--- config.mk ---
export PLATFORM = sky130hd
export DESIGN_NAME = rio_link
export DESIGN_NICKNAME = d
export VERILOG_FILES = /design/src/rio_pkg.sv /design/src/rio_link.sv
export SDC_FILE = /design/constraint.sdc
export NUM_CORES = 1
export LEC_CHECK = 0
export BUFFER_PORTS_ARGS = -buffer_cell sky130_fd_sc_hd__buf_2
export CAP_MARGIN = 20
export CORE_MARGIN = 2
export CORE_UTILIZATION = 35
export CTS_CLUSTER_SIZE = 14
export DETAILED_ROUTE_END_ITERATION = 10
export GPL_TIMING_DRIVEN = 0
export SLEW_MARGIN = 15
export SYNTH_ARGS = -nofsm -noshare
export SYNTH_HDL_FRONTEND = slang
export SYNTH_SLANG_ARGS = --single-unit
--- constraint.sdc ---
create_clock -name mclk -period 3 [get_ports mclk]
set_input_delay 0.15 -clock mclk [delete_from_list [all_inputs] [get_ports mclk]]
set_output_delay 0.15 -clock mclk [all_outputs]
set_load 0.1 [all_outputs]
--- src/rio_pkg.sv ---
package rio_pkg;

  // ----------------------------------------------------------------
  // timing
  // ----------------------------------------------------------------
  localparam int CLK_PERIOD_NS = 10;
  localparam int FRAME_STD_NS  = 19_200_000;  // standard delay, typical
  localparam int FRAME_HS_NS   = 3_000_000;   // high speed delay, typical
  localparam int FRAME_STD_CYC = FRAME_STD_NS / CLK_PERIOD_NS;
  localparam int FRAME_HS_CYC  = FRAME_HS_NS / CLK_PERIOD_NS;
  localparam int SLOTS         = 20;          // start, 16 data, parity, two stop
  localparam int TMO_FRAMES    = 3;           // frames without a good one
  localparam int CW            = 24;          // width of cycle counters

  // ----------------------------------------------------------------
  // frame layout
  // ----------------------------------------------------------------
  localparam logic [4:0]  SLOT_START = 5'h00;
  localparam logic [4:0]  SLOT_LAST  = 5'h13;
  localparam logic [4:0]  PTS_8      = 5'h08;
  localparam logic [4:0]  PTS_16     = 5'h10;
  localparam logic [15:0] MASK_8     = 16'h00FF;
  localparam logic [15:0] MASK_16    = 16'hFFFF;
  localparam logic [1:0]  CFG_SETTLE = 2'h3;  // cycles before straps are taken
  localparam int          FIFO_DEPTH = 8;

  // ----------------------------------------------------------------
  // types
  // ----------------------------------------------------------------
  typedef logic [15:0] rio_word_t;

  typedef struct packed {
    logic error_handling_select;  // 1 clear, 0 hold
    logic speed_select;           // 1 high speed, 0 standard
    logic error_lamp_enable;      // 1 orange lamp may light
    logic eight_points;           // 1 eight points, 0 sixteen
  } rio_cfg_t;

  typedef struct packed {
    logic green;
    logic orange;
  } rio_lamp_t;

  typedef enum {RIO_RX_IDLE, RIO_RX_BITS} rio_rx_state_t;

endpackage

--- src/rio_link.sv ---
// Overview of operation
// - move up to sixteen input and output points; eight or sixteen per direction
// - on link error clear inputs when clear selected, else hold last good
// - speed select picks high speed 3 ms or standard 19.2 ms frames
// - lamp green when normal, orange on error only if lamp enabled
// - one direction per line, time shared serial frame of all points
`timescale 1ns/1ps

// ------------------------------------------------------------------
// output word buffer
// ------------------------------------------------------------------
module rio_fifo #(
  parameter int WIDTH = 16,
  parameter int DEPTH = 8
) (
  // clock and reset
  input  wire logic             mclk,
  input  wire logic             resetn,
  // fill side
  input  wire logic [WIDTH-1:0] wr_data,
  input  wire logic             wr_valid,
  output logic                  wr_ready,
  // drain side
  output logic      [WIDTH-1:0] rd_data,
  output logic                  rd_valid,
  input  wire logic             rd_ready
);
  localparam int AW = $clog2(DEPTH);

  logic [WIDTH-1:0] mem [DEPTH];
  logic [AW:0]      wp_q, wp_d, rp_q, rp_d;
  logic             push, pop;

  // extra pointer bit tells full from empty
  always_comb begin
    wr_ready = (wp_q[AW-1:0] != rp_q[AW-1:0]) || (wp_q[AW] == rp_q[AW]);
    rd_valid = (wp_q != rp_q);
    rd_data  = mem[rp_q[AW-1:0]];
    push     = wr_valid && wr_ready;
    pop      = rd_valid && rd_ready;
    wp_d     = push ? wp_q + 1'b1 : wp_q;
    rp_d     = pop ? rp_q + 1'b1 : rp_q;
  end

  always_ff @(posedge mclk or negedge resetn) begin
    if (!resetn) begin
      wp_q <= '0;
      rp_q <= '0;
    end else begin
      wp_q <= wp_d;
      rp_q <= rp_d;
    end
  end

  // storage needs no reset
  always_ff @(posedge mclk) begin
    if (push) begin
      mem[wp_q[AW-1:0]] <= wr_data;
    end
  end
endmodule

// ------------------------------------------------------------------
// remote point link
// ------------------------------------------------------------------
module rio_link #(
  parameter int FRAME_STD = rio_pkg::FRAME_STD_CYC,
  parameter int FRAME_HS  = rio_pkg::FRAME_HS_CYC
) (
  // clock and reset
  input  wire logic              mclk,
  input  wire logic              resetn,
  // configuration straps
  input  wire rio_pkg::rio_cfg_t cfg_pins,
  // serial lines
  input  wire logic              rx_line,
  output logic                   tx_line,
  // output points from user
  input  wire rio_pkg::rio_word_t out_data,
  input  wire logic              out_valid,
  output logic                   out_ready,
  // input points to user
  output rio_pkg::rio_word_t     in_points,
  output logic                   in_update,
  output logic                   link_error,
  output rio_pkg::rio_lamp_t     lamp
);
  import rio_pkg::*;

  localparam logic [CW-1:0] BIT_STD = CW'(FRAME_STD / SLOTS);
  localparam logic [CW-1:0] BIT_HS  = CW'(FRAME_HS / SLOTS);
  localparam logic [CW-1:0] TMO_STD = CW'(FRAME_STD * TMO_FRAMES);
  localparam logic [CW-1:0] TMO_HS  = CW'(FRAME_HS * TMO_FRAMES);

  // ----------------------------------------------------------------
  // synchronisers and strap capture
  // ----------------------------------------------------------------
  logic [3:0]    cfg_s1_q, cfg_s2_q;
  logic          rx_s1_q, rx_s2_q, rx_s3_q;
  rio_cfg_t      cfg_q, cfg_d;
  logic          cfg_done_q, cfg_done_d;
  logic [1:0]    settle_q, settle_d;
  logic [CW-1:0] bit_cyc, tmo_cyc;
  logic [4:0]    n_pts;
  logic [15:0]   pt_mask;

  always_ff @(posedge mclk or negedge resetn) begin
    if (!resetn) begin
      cfg_s1_q <= '0;
      cfg_s2_q <= '0;
      rx_s1_q  <= 1'b1;
      rx_s2_q  <= 1'b1;
      rx_s3_q  <= 1'b1;
    end else begin
      cfg_s1_q <= cfg_pins;
      cfg_s2_q <= cfg_s1_q;
      rx_s1_q  <= rx_line;
      rx_s2_q  <= rx_s1_q;
      rx_s3_q  <= rx_s2_q;
    end
  end

  // straps taken once after release; changing them needs a reset
  always_comb begin
    cfg_d      = cfg_q;
    cfg_done_d = cfg_done_q;
    settle_d   = settle_q;
    if (!cfg_done_q) begin
      if (settle_q == CFG_SETTLE) begin
        cfg_d      = rio_cfg_t'(cfg_s2_q);
        cfg_done_d = 1'b1;
      end else begin
        settle_d = settle_q + 2'h1;
      end
    end
  end

  always_ff @(posedge mclk or negedge resetn) begin
    if (!resetn) begin
      cfg_q      <= '0;
      cfg_done_q <= 1'b0;
      settle_q   <= '0;
    end else begin
      cfg_q      <= cfg_d;
      cfg_done_q <= cfg_done_d;
      settle_q   <= settle_d;
    end
  end

  // speed and width follow the captured straps
  always_comb begin
    bit_cyc = cfg_q.speed_select ? BIT_HS : BIT_STD;
    tmo_cyc = cfg_q.speed_select ? TMO_HS : TMO_STD;
    n_pts   = cfg_q.eight_points ? PTS_8 : PTS_16;
    pt_mask = cfg_q.eight_points ? MASK_8 : MASK_16;
  end

  // ----------------------------------------------------------------
  // transmitter
  // ----------------------------------------------------------------
  rio_word_t fifo_data;
  logic      fifo_valid, fifo_take;
  rio_word_t tx_word_q, tx_word_d;
  logic [CW-1:0] tx_cnt_q, tx_cnt_d;
  logic [4:0]    tx_slot_q, tx_slot_d;
  logic          tx_line_q, tx_line_d;

  rio_fifo #(.WIDTH(16), .DEPTH(FIFO_DEPTH)) u_fifo (
    .mclk     (mclk),
    .resetn   (resetn),
    .wr_data  (out_data),
    .wr_valid (out_valid),
    .wr_ready (out_ready),
    .rd_data  (fifo_data),
    .rd_valid (fifo_valid),
    .rd_ready (fifo_take)
  );

  // frames run back to back; with no new word the last one is resent
  always_comb begin
    tx_cnt_d  = tx_cnt_q;
    tx_slot_d = tx_slot_q;
    tx_word_d = tx_word_q;
    tx_line_d = tx_line_q;
    fifo_take = 1'b0;
    if (cfg_done_q) begin
      if (tx_cnt_q == '0) begin
        tx_cnt_d  = bit_cyc - CW'(1);
        tx_slot_d = (tx_slot_q == SLOT_LAST) ? SLOT_START : tx_slot_q + 5'h01;
        if (tx_slot_d == SLOT_START) begin
          fifo_take = 1'b1;
          if (fifo_valid) begin
            tx_word_d = fifo_data & pt_mask;
          end
        end
        if (tx_slot_d == SLOT_START) begin
          tx_line_d = 1'b0;
        end else if (tx_slot_d <= n_pts) begin
          tx_line_d = tx_word_d[4'(tx_slot_d - 5'h01)];
        end else if (tx_slot_d == n_pts + 5'h01) begin
          tx_line_d = ^tx_word_d;
        end else begin
          tx_line_d = 1'b1;
        end
      end else begin
        tx_cnt_d = tx_cnt_q - CW'(1);
      end
    end
  end

  always_ff @(posedge mclk or negedge resetn) begin
    if (!resetn) begin
      tx_cnt_q  <= '0;
      tx_slot_q <= SLOT_LAST;
      tx_word_q <= '0;
      tx_line_q <= 1'b1;
    end else begin
      tx_cnt_q  <= tx_cnt_d;
      tx_slot_q <= tx_slot_d;
      tx_word_q <= tx_word_d;
      tx_line_q <= tx_line_d;
    end
  end

  assign tx_line = tx_line_q;

  // ----------------------------------------------------------------
  // receiver and error handling
  // ----------------------------------------------------------------
  rio_rx_state_t rx_st_q, rx_st_d;
  logic [CW-1:0] rx_cnt_q, rx_cnt_d, wdog_q, wdog_d;
  logic [4:0]    rx_slot_q, rx_slot_d;
  rio_word_t     rx_word_q, rx_word_d, pts_q, pts_d;
  logic          par_q, par_d, ev_good, ev_bad, ev_tmo, ev_err;
  logic          err_q, err_d, upd_q, upd_d;
  rio_lamp_t     lamp_q, lamp_d;

  // sample mid-bit; remote inputs must outlast a frame to be seen
  always_comb begin
    rx_st_d   = rx_st_q;
    rx_cnt_d  = rx_cnt_q;
    rx_slot_d = rx_slot_q;
    rx_word_d = rx_word_q;
    par_d     = par_q;
    ev_good   = 1'b0;
    ev_bad    = 1'b0;
    case (rx_st_q)
      RIO_RX_IDLE: begin
        if (cfg_done_q && rx_s3_q && !rx_s2_q) begin
          rx_st_d   = RIO_RX_BITS;
          rx_cnt_d  = bit_cyc >> 1;
          rx_slot_d = SLOT_START;
          rx_word_d = '0;
        end
      end
      default: begin
        if (rx_cnt_q != '0) begin
          rx_cnt_d = rx_cnt_q - CW'(1);
        end else begin
          rx_cnt_d  = bit_cyc - CW'(1);
          rx_slot_d = rx_slot_q + 5'h01;
          if (rx_slot_q == SLOT_START) begin
            if (rx_s2_q) begin
              rx_st_d = RIO_RX_IDLE;  // glitch, not a start
            end
          end else if (rx_slot_q <= n_pts) begin
            rx_word_d[4'(rx_slot_q - 5'h01)] = rx_s2_q;
          end else if (rx_slot_q == n_pts + 5'h01) begin
            par_d = rx_s2_q;
          end else begin
            rx_st_d = RIO_RX_IDLE;
            ev_good = rx_s2_q && (par_q == ^rx_word_q);
            ev_bad  = !ev_good;
          end
        end
      end
    endcase
  end

  // a silent link is an error too, after a few frame times
  always_comb begin
    ev_tmo = 1'b0;
    wdog_d = wdog_q;
    if (ev_good || !cfg_done_q) begin
      wdog_d = '0;
    end else if (wdog_q == tmo_cyc) begin
      ev_tmo = 1'b1;
      wdog_d = '0;
    end else begin
      wdog_d = wdog_q + CW'(1);
    end
    ev_err = ev_bad || ev_tmo;
    err_d  = ev_good ? 1'b0 : (ev_err ? 1'b1 : err_q);
    upd_d  = ev_good;
    pts_d  = pts_q;
    if (ev_good) begin
      pts_d = rx_word_q & pt_mask;
    end else if (ev_err && cfg_q.error_handling_select) begin
      pts_d = '0;
    end
    lamp_d.green  = cfg_done_q && !err_d;
    lamp_d.orange = err_d && cfg_q.error_lamp_enable;
  end

  always_ff @(posedge mclk or negedge resetn) begin
    if (!resetn) begin
      rx_st_q   <= RIO_RX_IDLE;
      rx_cnt_q  <= '0;
      rx_slot_q <= SLOT_START;
      rx_word_q <= '0;
      par_q     <= 1'b0;
      wdog_q    <= '0;
      err_q     <= 1'b0;
      upd_q     <= 1'b0;
      pts_q     <= '0;
      lamp_q    <= '0;
    end else begin
      rx_st_q   <= rx_st_d;
      rx_cnt_q  <= rx_cnt_d;
      rx_slot_q <= rx_slot_d;
      rx_word_q <= rx_word_d;
      par_q     <= par_d;
      wdog_q    <= wdog_d;
      err_q     <= err_d;
      upd_q     <= upd_d;
      pts_q     <= pts_d;
      lamp_q    <= lamp_d;
    end
  end

  assign in_points  = pts_q;
  assign in_update  = upd_q;
  assign link_error = err_q;
  assign lamp       = lamp_q;
endmodule

==> flow_summary.json, run 1 <==
{
  "async_reset_ff_frac": 0.560,
  "core_region_area_mm2": 0.0386,
  "cts.htree.levels": 1,
  "post_detailed_route_count_of_antenna_violating_nets": 0,
  "syn-num-nets": 1193,
  "grtUsageMet2": 0.246,
  "worst_r2r_path_depth": 10,
  "dpl-instance-area_mm2": 0.0147,
  "timing.fmax_mhz": 338,
  "detailedRoute.firstIterationViolations": 612,
  "holdCritStartpoint": "out_valid",
  "track_usage": 0.147,
  "insertedDiodeCount": 0,
  "synthesis.area_per_instance_um2": 11.9,
  "tritoncts": "done",
  "power.ir.vdd_worst_uv": 551,
  "dp_hpwl_mm": 19.8,
  "worstHoldPathCells": 4,
  "final.period_utilization": 0.985,
  "dominantRegCellSynth": "dfrtp_1",
  "critPathCaptureType": "register",
  "slew_viol_final": 0,
  "setup-violations-final": 0,
  "wl_per_cell_um": 16.3,
  "hold_path.class": "in2reg",
  "cts_made_buffers": 30,
  "sequential_element_share_of_the_synthesized_area": 0.583,
  "tightestPinTransition_ns": 0.719,
  "synth_to_layout_area_growth_pct": 19.0,
  "ctsLongestPathBuffers": 3,
  "post_route_drc": 0,
  "grt_most_used_layer": "met2",
  "remaining_max_slew_budget_at_the_tightest_pin": 0.521,
  "clk_latency_ns": 0.57,
  "initial_core_util": 0.353,
  "die_width_um": 201,
  "critPathKind": "reg2reg",
  "die_area_mm2": 0.0405,
  "power_density_mw_per_mm2": 586,
  "yosys_warnings": 0,
  "route.detailed.vias_per_inst": 5.00,
  "post_synth_inst_count": 1147,
  "postRouteWirelength_mm": 29.6,
  "final_replace_weighted_congestion": 0.823,
  "outcome": "completed",
  "final_net_count": 1314,
  "count_of_flip_flops_with_a_built_in_enable_after_synthesis": 128,
  "clock_sink_count": 291,
  "global_route.usage.met3": 0.0240,
  "cp.arrival_ns": 3.45,
  "maxCapViolations": 0,
  "die-height_um": 201,
  "layout.area.seq_mm2": 0.00793,
  "post-route-min-period_ns": 2.95,
  "synth_area_mm2": 0.0136,
  "finish.instance_area_mm2": 0.0162,
  "multi_input_comb_area_mm2": 0.00556,
  "power_leakage_uw": 0.00646,
  "dr_total_vias": 9041,
  "layout.filler_cells": 3646,
  "holdWs_ns": 0.145,
  "io_buffers": 45,
  "startpoint_type": "register",
  "cts.root.buffer_cell": "clkbuf_16",
  "io_pins": 46,
  "worstSetupStartpoint": "tx_slot_q[1]",
  "layout_commonest_cell": "dfrtp_1",
  "grt_overflow_total": 0,
  "gr-usage-met1": 0.202,
  "grt_start_max_net_pins": 95,
  "fin_worst_skew_ns": 0.0204,
  "layout_cells_sized_above_1": 0.183,
  "timing_hold_violations_final": 0,
  "number_of_global_route_vias_before_repair": 9289,
  "critical_path_peak_fanout": 5,
  "path_clk_slew_ns": 0.07,
  "synth.distinct_cells": 66,
  "grt_setup_unrepaired": "true",
  "synth-seq-cells": 291,
  "first_pass_iters": 5,
  "cp.required_ns": 3.49,
  "grt_first_pass_wirelength_mm": 48.9,
  "mostFrequentLayoutCells": "156 x dfrtp_1, 139 x nand2_1, 128 x edfxtp_1",
  "rows": 72,
  "crit-reg2reg-launch": "tx_slot_q[1]",
  "number_of_antenna_violations_at_the_first_check_in_global_routing": 0
}
-- where the power goes --
part           switching, uW  total [uW]  internal (uW)
clock network           1580        3640           2060
registers                234        4820           4580
logic                    612        1030            413
total                   2430        9490           7060
-- state kept, by name, indices dropped and copies added (netlist names), 4 cells and up --
| signal | count |
|---|---|
| in_points | 16 |
| wdog_q | 24 |
| tx_word_q | 16 |
| cfg_s1_q | 4 |
| tx_slot_q | 5 |
| rx_slot_q | 5 |
| u_fifo.mem | 128 |
| u_fifo.rp_q | 4 |
| rx_cnt_q | 24 |
| u_fifo.wp_q | 4 |
| cfg_s2_q | 4 |
| tx_cnt_q | 24 |
| cfg_q | 4 |
| rx_word_q | 16 |
-- layout make-up --
class	instances	share of cell area
Buffer	46	0.0182
Clock buffer	35	0.0487
Clock inverter	21	0.0107
Inverter	29	0.00672
Multi-Input combinational cell	780	0.343
Sequential cell	291	0.490
Tap cell	518	0.0400
Timing Repair Buffer	90	0.0428
-- timing repair --
action / in CTS / in global routing
pin swaps: 4 / 4
hold buffers: 22 / 0
gates cloned: 0 / 0
endpoints found under the hold margin: 221 / 0
gates resized for setup: 31 / 31
endpoints found under the setup margin: 62 / 57
setup buffers: 7 / 8
-- through the flow --
stage / TNS [ns] / worst slack, ns / utilization / power, uW / std cells
6_report: 0 / 0.0453 / 0.420 / 9490 / 1810
5_1_grt: -0.812 / -0.0636 / 0.420 / 9900 / 1810
4_1_cts: 0 / 0.00138 / 0.416 / 9580 / 1802
3_5_place_dp: -13.62 / -0.481 / 0.380 / 5860 / 1718
3_3_place_gp: -198.02 / -0.856 / 0.376 / 5740 / 1710
2_1_floorplan: 0 / 0.0638 / - / 5420 / 1147
-- Yosys cell counts (5+ instances only) --
cell      instances  share of area
xnor2_1          54          0.035
xor2_1           33          0.021
nor2_1          110          0.030
mux2i_1          38          0.028
a211oi_1          7         0.0039
nor4_1            8         0.0037
nor4b_1           5         0.0032
or4_1             6         0.0033
or3_1             8         0.0037
and3_1           13         0.0060
nand2_1         141          0.039
a21oi_1          33          0.012
o21ai_0          47          0.017
dfstp_2           7          0.014
o21ai_1          37          0.014
nor3_1           32          0.012
mux4_2           29          0.048
ha_1             22          0.020
and2_1            8         0.0037
nand4_1           7         0.0032
edfxtp_1        128           0.28
o31ai_1           9         0.0050
dfrtp_1         156           0.29
a22o_1           18          0.012
mux2_2           10         0.0083
nand2b_1          9         0.0041
nand3_1          39          0.014
buf_2            12         0.0044
a31oi_1           6         0.0028
clkbuf_1         28         0.0077
inv_1            28         0.0077
-- path summary, 6_finish.rpt --
| check | endpoint | slack, ns |
|---|---|---|
| worst min-delay path | u_fifo.wp_q[0] | 0.15 |
| max in group asynchronous | rx_s1_q | 1.99 |
| worst max register to register | tx_line | 0.05 |
| worst max-delay path | tx_line | 0.05 |
| worst min register to register | cfg_s2_q[2] | 0.35 |
| min in group asynchronous | wdog_q[11] | 0.21 |
-- routing by layer --
layer  up-vias  part of all wire
li1       4374                 -
met1      4473              0.47
met2       156              0.47
met3        38             0.038
met4         0             0.020
met5         -                 0
-- worst max-delay path, stage by stage (launching register included) --
cell,delay (ns)
dfstp_2,0.58
ha_4,0.17
nor4bb_4,0.33
a311o_1,0.19
nand4_1,0.23
nor4_1,0.25
a21oi_1,0.09
xnor3_1,0.41
xnor3_1,0.38
nor3_2,0.16
o31ai_2,0.08
-- cell families after synthesis --
kind of cell / Yosys count / share of synthesized area
AO/OA/AOI/OAI: 178 / 0.0796
AND/OR/NAND/NOR: 407 / 0.138
buffers and inverters: 76 / 0.0259
flip-flops: 291 / 0.583
multiplexers: 82 / 0.0908
XOR/XNOR: 91 / 0.0626
adder cells (fa/ha/maj): 22 / 0.0202
Power figures use the tool's default switching activity.
==> run 2: changes to the inputs <==
CAP_MARGIN = default   (was 20)
CORE_MARGIN = 5   (was 2)
clock period = 3.3 ns   (was 3 ns; I/O delays follow)
==> run 2 against run 1 <==
Core utilization fell by 0.82 points. Largest power group unchanged. Register-to-register slack got worse by 0.02 ns. Global-route usage fell by 1.1 points. Sequential power fell by 9.8%. Sequential cell count did not move.
==> flow_summary.json, run 2 (synthesis gave the netlist of run 1 again) <==
{
  "cp.arrival_ns": 3.74,
  "layout_commonest_cell": "dfrtp_1",
  "internal_pwr_total_uw": 6390,
  "io_pins": 46,
  "setup-violations-final": 0,
  "power_leakage_uw": 0.00633,
  "grt_overflow_total": 0,
  "clk_latency_ns": 0.56,
  "tightestPinTransition_ns": 0.896,
  "cts_made_buffers": 29,
  "wl_per_cell_um": 16.5,
  "wl_met2_mm": 14.1,
  "number_of_global_route_vias_before_repair": 9139,
  "clock_sink_count": 291,
  "critical_path_buf_inv_count": 1,
  "path_clk_slew_ns": 0.06,
  "die_width_um": 207,
  "largest_register_ff_count": 128,
  "power_density_mw_per_mm2": 535,
  "worstSetupStartpoint": "tx_slot_q[0]",
  "die_area_mm2": 0.0429,
  "mostFrequentLayoutCells": "156 x dfrtp_1, 141 x nand2_1, 128 x edfxtp_1",
  "initial_core_util": 0.353,
  "synth_to_layout_area_growth_pct": 16.7,
  "drt-met1-wl_mm": 13.9,
  "insertedDiodeCount": 0,
  "grt_first_pass_wirelength_mm": 49.2,
  "maxCapViolations": 0,
  "path_cells": "ha_1, nor4bb_4, a311o_1, nand4_1, buf_4, mux2i_1, xnor3_1, xnor3_1, nor3_1, o31ai_2",
  "final.period_utilization": 0.992,
  "p_clk_frac": 0.381,
  "timing_hold_violations_final": 0,
  "path_common_cell": "xnor3_1",
  "topRoutingLayerUsed": "met4",
  "post_route_drc": 0,
  "number_of_antenna_violations_at_the_first_check_in_global_routing": 0,
  "timing.fmax_mhz": 306,
  "io_buffers": 45,
  "ctsLongestPathBuffers": 3,
  "fin_setup_tns_ns": 0,
  "detailroute.wirelength.met3_mm": 1.01,
  "final_net_count": 1302,
  "grt_setup_unrepaired": "true",
  "first_pass_iters": 5,
  "core_region_area_mm2": 0.0386,
  "rows": 72,
  "die-height_um": 207,
  "critPathKind": "reg2reg",
  "cts.htree.levels": 1,
  "netSwitchingPower_uw": 2110,
  "tritoncts": "done",
  "route.detailed.vias_per_inst": 5.01,
  "cts.root.buffer_cell": "clkbuf_16",
  "remaining_max_slew_budget_at_the_tightest_pin": 0.398,
  "post_detailed_route_count_of_antenna_violating_nets": 0,
  "finish.utilization": 0.412,
  "grt_start_max_net_pins": 92,
  "track_usage": 0.136,
  "slew_viol_final": 0,
  "path_delay_family": "simple AND/OR/NAND/NOR gates",
  "share_comb_of_total_power": 0.107,
  "dp_hpwl_mm": 20.2,
  "fin_worst_skew_ns": 0.0166,
  "cp_slowest_cell": "dfstp_2",
  "critical_path_peak_fanout": 7,
  "postRouteWirelength_mm": 29.7,
  "outcome": "completed",
  "dr_total_vias": 9005,
  "final_replace_weighted_congestion": 0.818,
  "power.ir.vdd_worst_uv": 375,
  "post-route-min-period_ns": 3.27,
  "layout_cells_sized_above_1": 0.155,
  "critPathCaptureType": "register",
  "hold_path.class": "in2async",
  "startpoint_type": "register",
  "detailedRoute.firstIterationViolations": 603,
  "crit-reg2reg-launch": "tx_slot_q[0]",
  "max_stage_delay_ns": 0.60,
  "power.switching_fraction": 0.248,
  "seq_power_share": 0.512,
  "cp.required_ns": 3.77
}
## run 2: changes by cell type in the layout (fill, tap and decap cells not counted), moves of 3 or more
| cell | previous run | this run |
|---|---|---|
| clkbuf_2 | 4 | 1 |
| mux2i_4 | 6 | 3 |
| nor3_4 | 3 | 0 |
| clkbuf_4 | 3 | 0 |
| clkinv_2 | 13 | 9 |
| buf_4 | 19 | 6 |
| clkbuf_1 | 25 | 33 |
| buf_2 | 49 | 55 |
## run 2: power groups by stage
stage	clock network [uW]	registers (uW)	logic, uW
floorplan	0	4380	543
global placement	0	4410	790
detailed placement	0	4420	900
CTS	3320	4350	928
global route	3480	4390	1020
finish	3240	4350	909
## run 2: stage by stage
stage | cells | total power, uW | cell area (um^2) | setup WS [ns] | hold slack (ns)
finish | 1797 | 8500 | 15900 | 0.0272 | 0.170
global route | 1797 | 8890 | 15900 | -0.129 | 0.210
CTS | 1796 | 8610 | 15900 | 0.0242 | 0.194
detailed placement | 1720 | 5320 | 14700 | -0.223 | 0.180
global placement | 1710 | 5210 | 14500 | -1.10 | 0.276
floorplan | 1147 | 4920 | 13600 | -0.260 | -0.131
## run 2: what timing repair did
item,CTS,global route
endpoints found under the setup margin,11,23
setup buffers,0,1
endpoints found under the hold margin,205,0
pin swaps,0,0
hold buffers,22,0
resized for setup,7,7
## run 2: area by class of cell
class	count	area (um^2)
flip-flops and latches	291	7930
clock inverters	15	134
clock buffers	39	803
inverters	29	109
multi-input cells	780	5410
fillers	3693	22700
plain buffers	47	248
well taps	518	648
repair buffers	78	599
## run 2: worst paths after layout
| path | cells past startpoint | to | slack [ns] |
|---|---|---|---|
| max in group asynchronous | 3 | tx_line | 2.27 |
| setup reg to reg | 10 | tx_line | 0.03 |
| hold reg to reg | 0 | rx_s2_q | 0.36 |
| min in group mclk | 4 | u_fifo.wp_q[0] | 0.20 |
| setup / recovery | 10 | tx_line | 0.03 |
| hold / removal | 2 | wdog_q[11] | 0.17 |
## run 2: metal layers
layer / vias to the layer above / GRT usage
met5: - / 0
met4: 0 / 0.0306
met2: 152 / 0.224
li1: 4361 / -
met1: 4440 / 0.193
met3: 52 / 0.0210
==> run 3: changes to the inputs <==
SETUP_SLACK_MARGIN = 0.2   (was default)
==> run 3 against run 2 <==
Fmax is 6.5% higher. Hold slack hardly changed. Cell count is 0.11% higher. Combinational power is 2% higher. Critical path type unchanged. Largest power group unchanged.
==> flow_summary.json, run 3 (synthesis gave the netlist of run 1 again) <==
{
  "outcome": "completed",
  "tritoncts": "done",
  "setup-violations-final": 0,
  "die_width_um": 207,
  "dr_total_vias": 9046,
  "mostFrequentLayoutCells": "156 x dfrtp_1, 141 x nand2_1, 128 x edfxtp_1",
  "ctsLongestPathBuffers": 3,
  "layout_cells_sized_above_1": 0.167,
  "layout.filler_cells": 3678,
  "io_pins": 46,
  "number_of_global_route_vias_before_repair": 9150,
  "route.detailed.vias_per_inst": 5.03,
  "critical_path_peak_fanout": 6,
  "cts.htree.levels": 1,
  "power_leakage_uw": 0.00638,
  "grt_start_max_net_pins": 92,
  "grt_setup_unrepaired": "true",
  "finish.utilization": 0.415,
  "startpoint_type": "register",
  "critPathCaptureType": "register",
  "core_region_area_mm2": 0.0386,
  "post-route-min-period_ns": 3.07,
  "remaining_max_slew_budget_at_the_tightest_pin": 0.401,
  "finalPower_uw": 8520,
  "clock_sink_count": 291,
  "cts_made_buffers": 29,
  "critPathKind": "reg2reg",
  "largest_register_ff_count": 128,
  "die_area_mm2": 0.0429,
  "die-height_um": 207,
  "maxCapViolations": 0,
  "final_replace_weighted_congestion": 0.818,
  "hold_path.class": "in2async",
  "fin_worst_skew_ns": 0.0155,
  "finish.instance_area_mm2": 0.0160,
  "cp.required_ns": 3.77,
  "clk_latency_ns": 0.56,
  "wl_per_cell_um": 16.6,
  "post_detailed_route_count_of_antenna_violating_nets": 0,
  "path_clk_slew_ns": 0.07,
  "dp_hpwl_mm": 20.2,
  "synth_to_layout_area_growth_pct": 17.5,
  "postLayoutSetupSlackWorst_ns": 0.228,
  "io_buffers": 45,
  "postRouteWirelength_mm": 29.8,
  "grt_overflow_total": 0,
  "timing_hold_violations_final": 0,
  "dpl-instance-area_mm2": 0.0147,
  "grt_first_pass_wirelength_mm": 49.2,
  "power_density_mw_per_mm2": 533,
  "power.ir.vdd_worst_uv": 375,
  "track_usage": 0.137,
  "cp.arrival_ns": 3.54,
  "final_net_count": 1304,
  "post_route_drc": 0,
  "holdWs_ns": 0.170,
  "final.period_utilization": 0.931,
  "rows": 72,
  "initial_core_util": 0.353,
  "layout_commonest_cell": "dfrtp_1",
  "insertedDiodeCount": 0,
  "detailedRoute.firstIterationViolations": 621,
  "tightestPinTransition_ns": 0.892,
  "number_of_antenna_violations_at_the_first_check_in_global_routing": 0,
  "timing.fmax_mhz": 325,
  "cts.root.buffer_cell": "clkbuf_16",
  "slew_viol_final": 0,
  "place_ws_ns": -0.223,
  "first_pass_iters": 5
}
[run 3: final cells by class]
class / count / area, um^2 / share of cell area
clock inverters: 15 / 134 / 0.00838
plain buffers: 47 / 273 / 0.0171
well taps: 518 / 648 / 0.0405
inverters: 29 / 109 / 0.00681
flip-flops and latches: 291 / 7930 / 0.496
repair buffers: 80 / 614 / 0.0384
multi-input cells: 780 / 5470 / 0.342
clock buffers: 39 / 803 / 0.0503
[run 3: path summary, 6_finish.rpt]
kind                       slack, ns           start             end  cells after the start
max                             0.23  u_fifo.rp_q[0]         tx_line                     10
max reg2reg                     0.23  u_fifo.rp_q[0]         tx_line                     10
min in group mclk               0.20       out_valid  u_fifo.wp_q[0]                      4
max in group asynchronous       2.28          resetn         tx_line                      3
min reg2reg                     0.36         rx_s1_q         rx_s2_q                      0
min                             0.17          resetn      wdog_q[14]                      2
[run 3: metrics by stage]
step | instances | TNS, ns
2_1_floorplan | 1147 | -8.27
3_3_place_gp | 1710 | -141.69
3_5_place_dp | 1720 | -1.91
4_1_cts | 1797 | 0
5_1_grt | 1799 | 0
6_report | 1799 | 0
[run 3: metal layers]
| layer | track usage | vias to the layer above | share of wire |
|---|---|---|---|
| li1 | - | 4363 | - |
| met1 | 0.193 | 4463 | 0.47 |
| met2 | 0.223 | 170 | 0.48 |
| met3 | 0.0210 | 50 | 0.036 |
| met4 | 0.0312 | 0 | 0.023 |
| met5 | 0 | - | 0 |
[run 3: what timing repair did]
item	4_1_cts	5_1_grt
hold buffers	22	0
resized for setup	17	26
pin swaps	1	4
setup buffers	1	2
hold endpoints to repair	205	0
gates cloned	0	0
setup endpoints to repair	51	62
[run 3: critical path, cell delays in order (launching register included)]
cell,delay (ns)
dfrtp_1,0.38
clkbuf_4,0.20
xor2_1,0.18
or4_1,0.59
nand4_1,0.25
nor4_2,0.06
a21oi_1,0.22
xnor3_1,0.48
xnor3_1,0.38
nor3_2,0.15
o31ai_2,0.08
[run 3: where the power goes]
group / total [uW] / leakage [uW] / internal [uW] / switching (uW)
clock network: 3240 / 0.000467 / 1870 / 1370
registers: 4360 / 0.00321 / 4170 / 190
logic: 923 / 0.00270 / 366 / 557
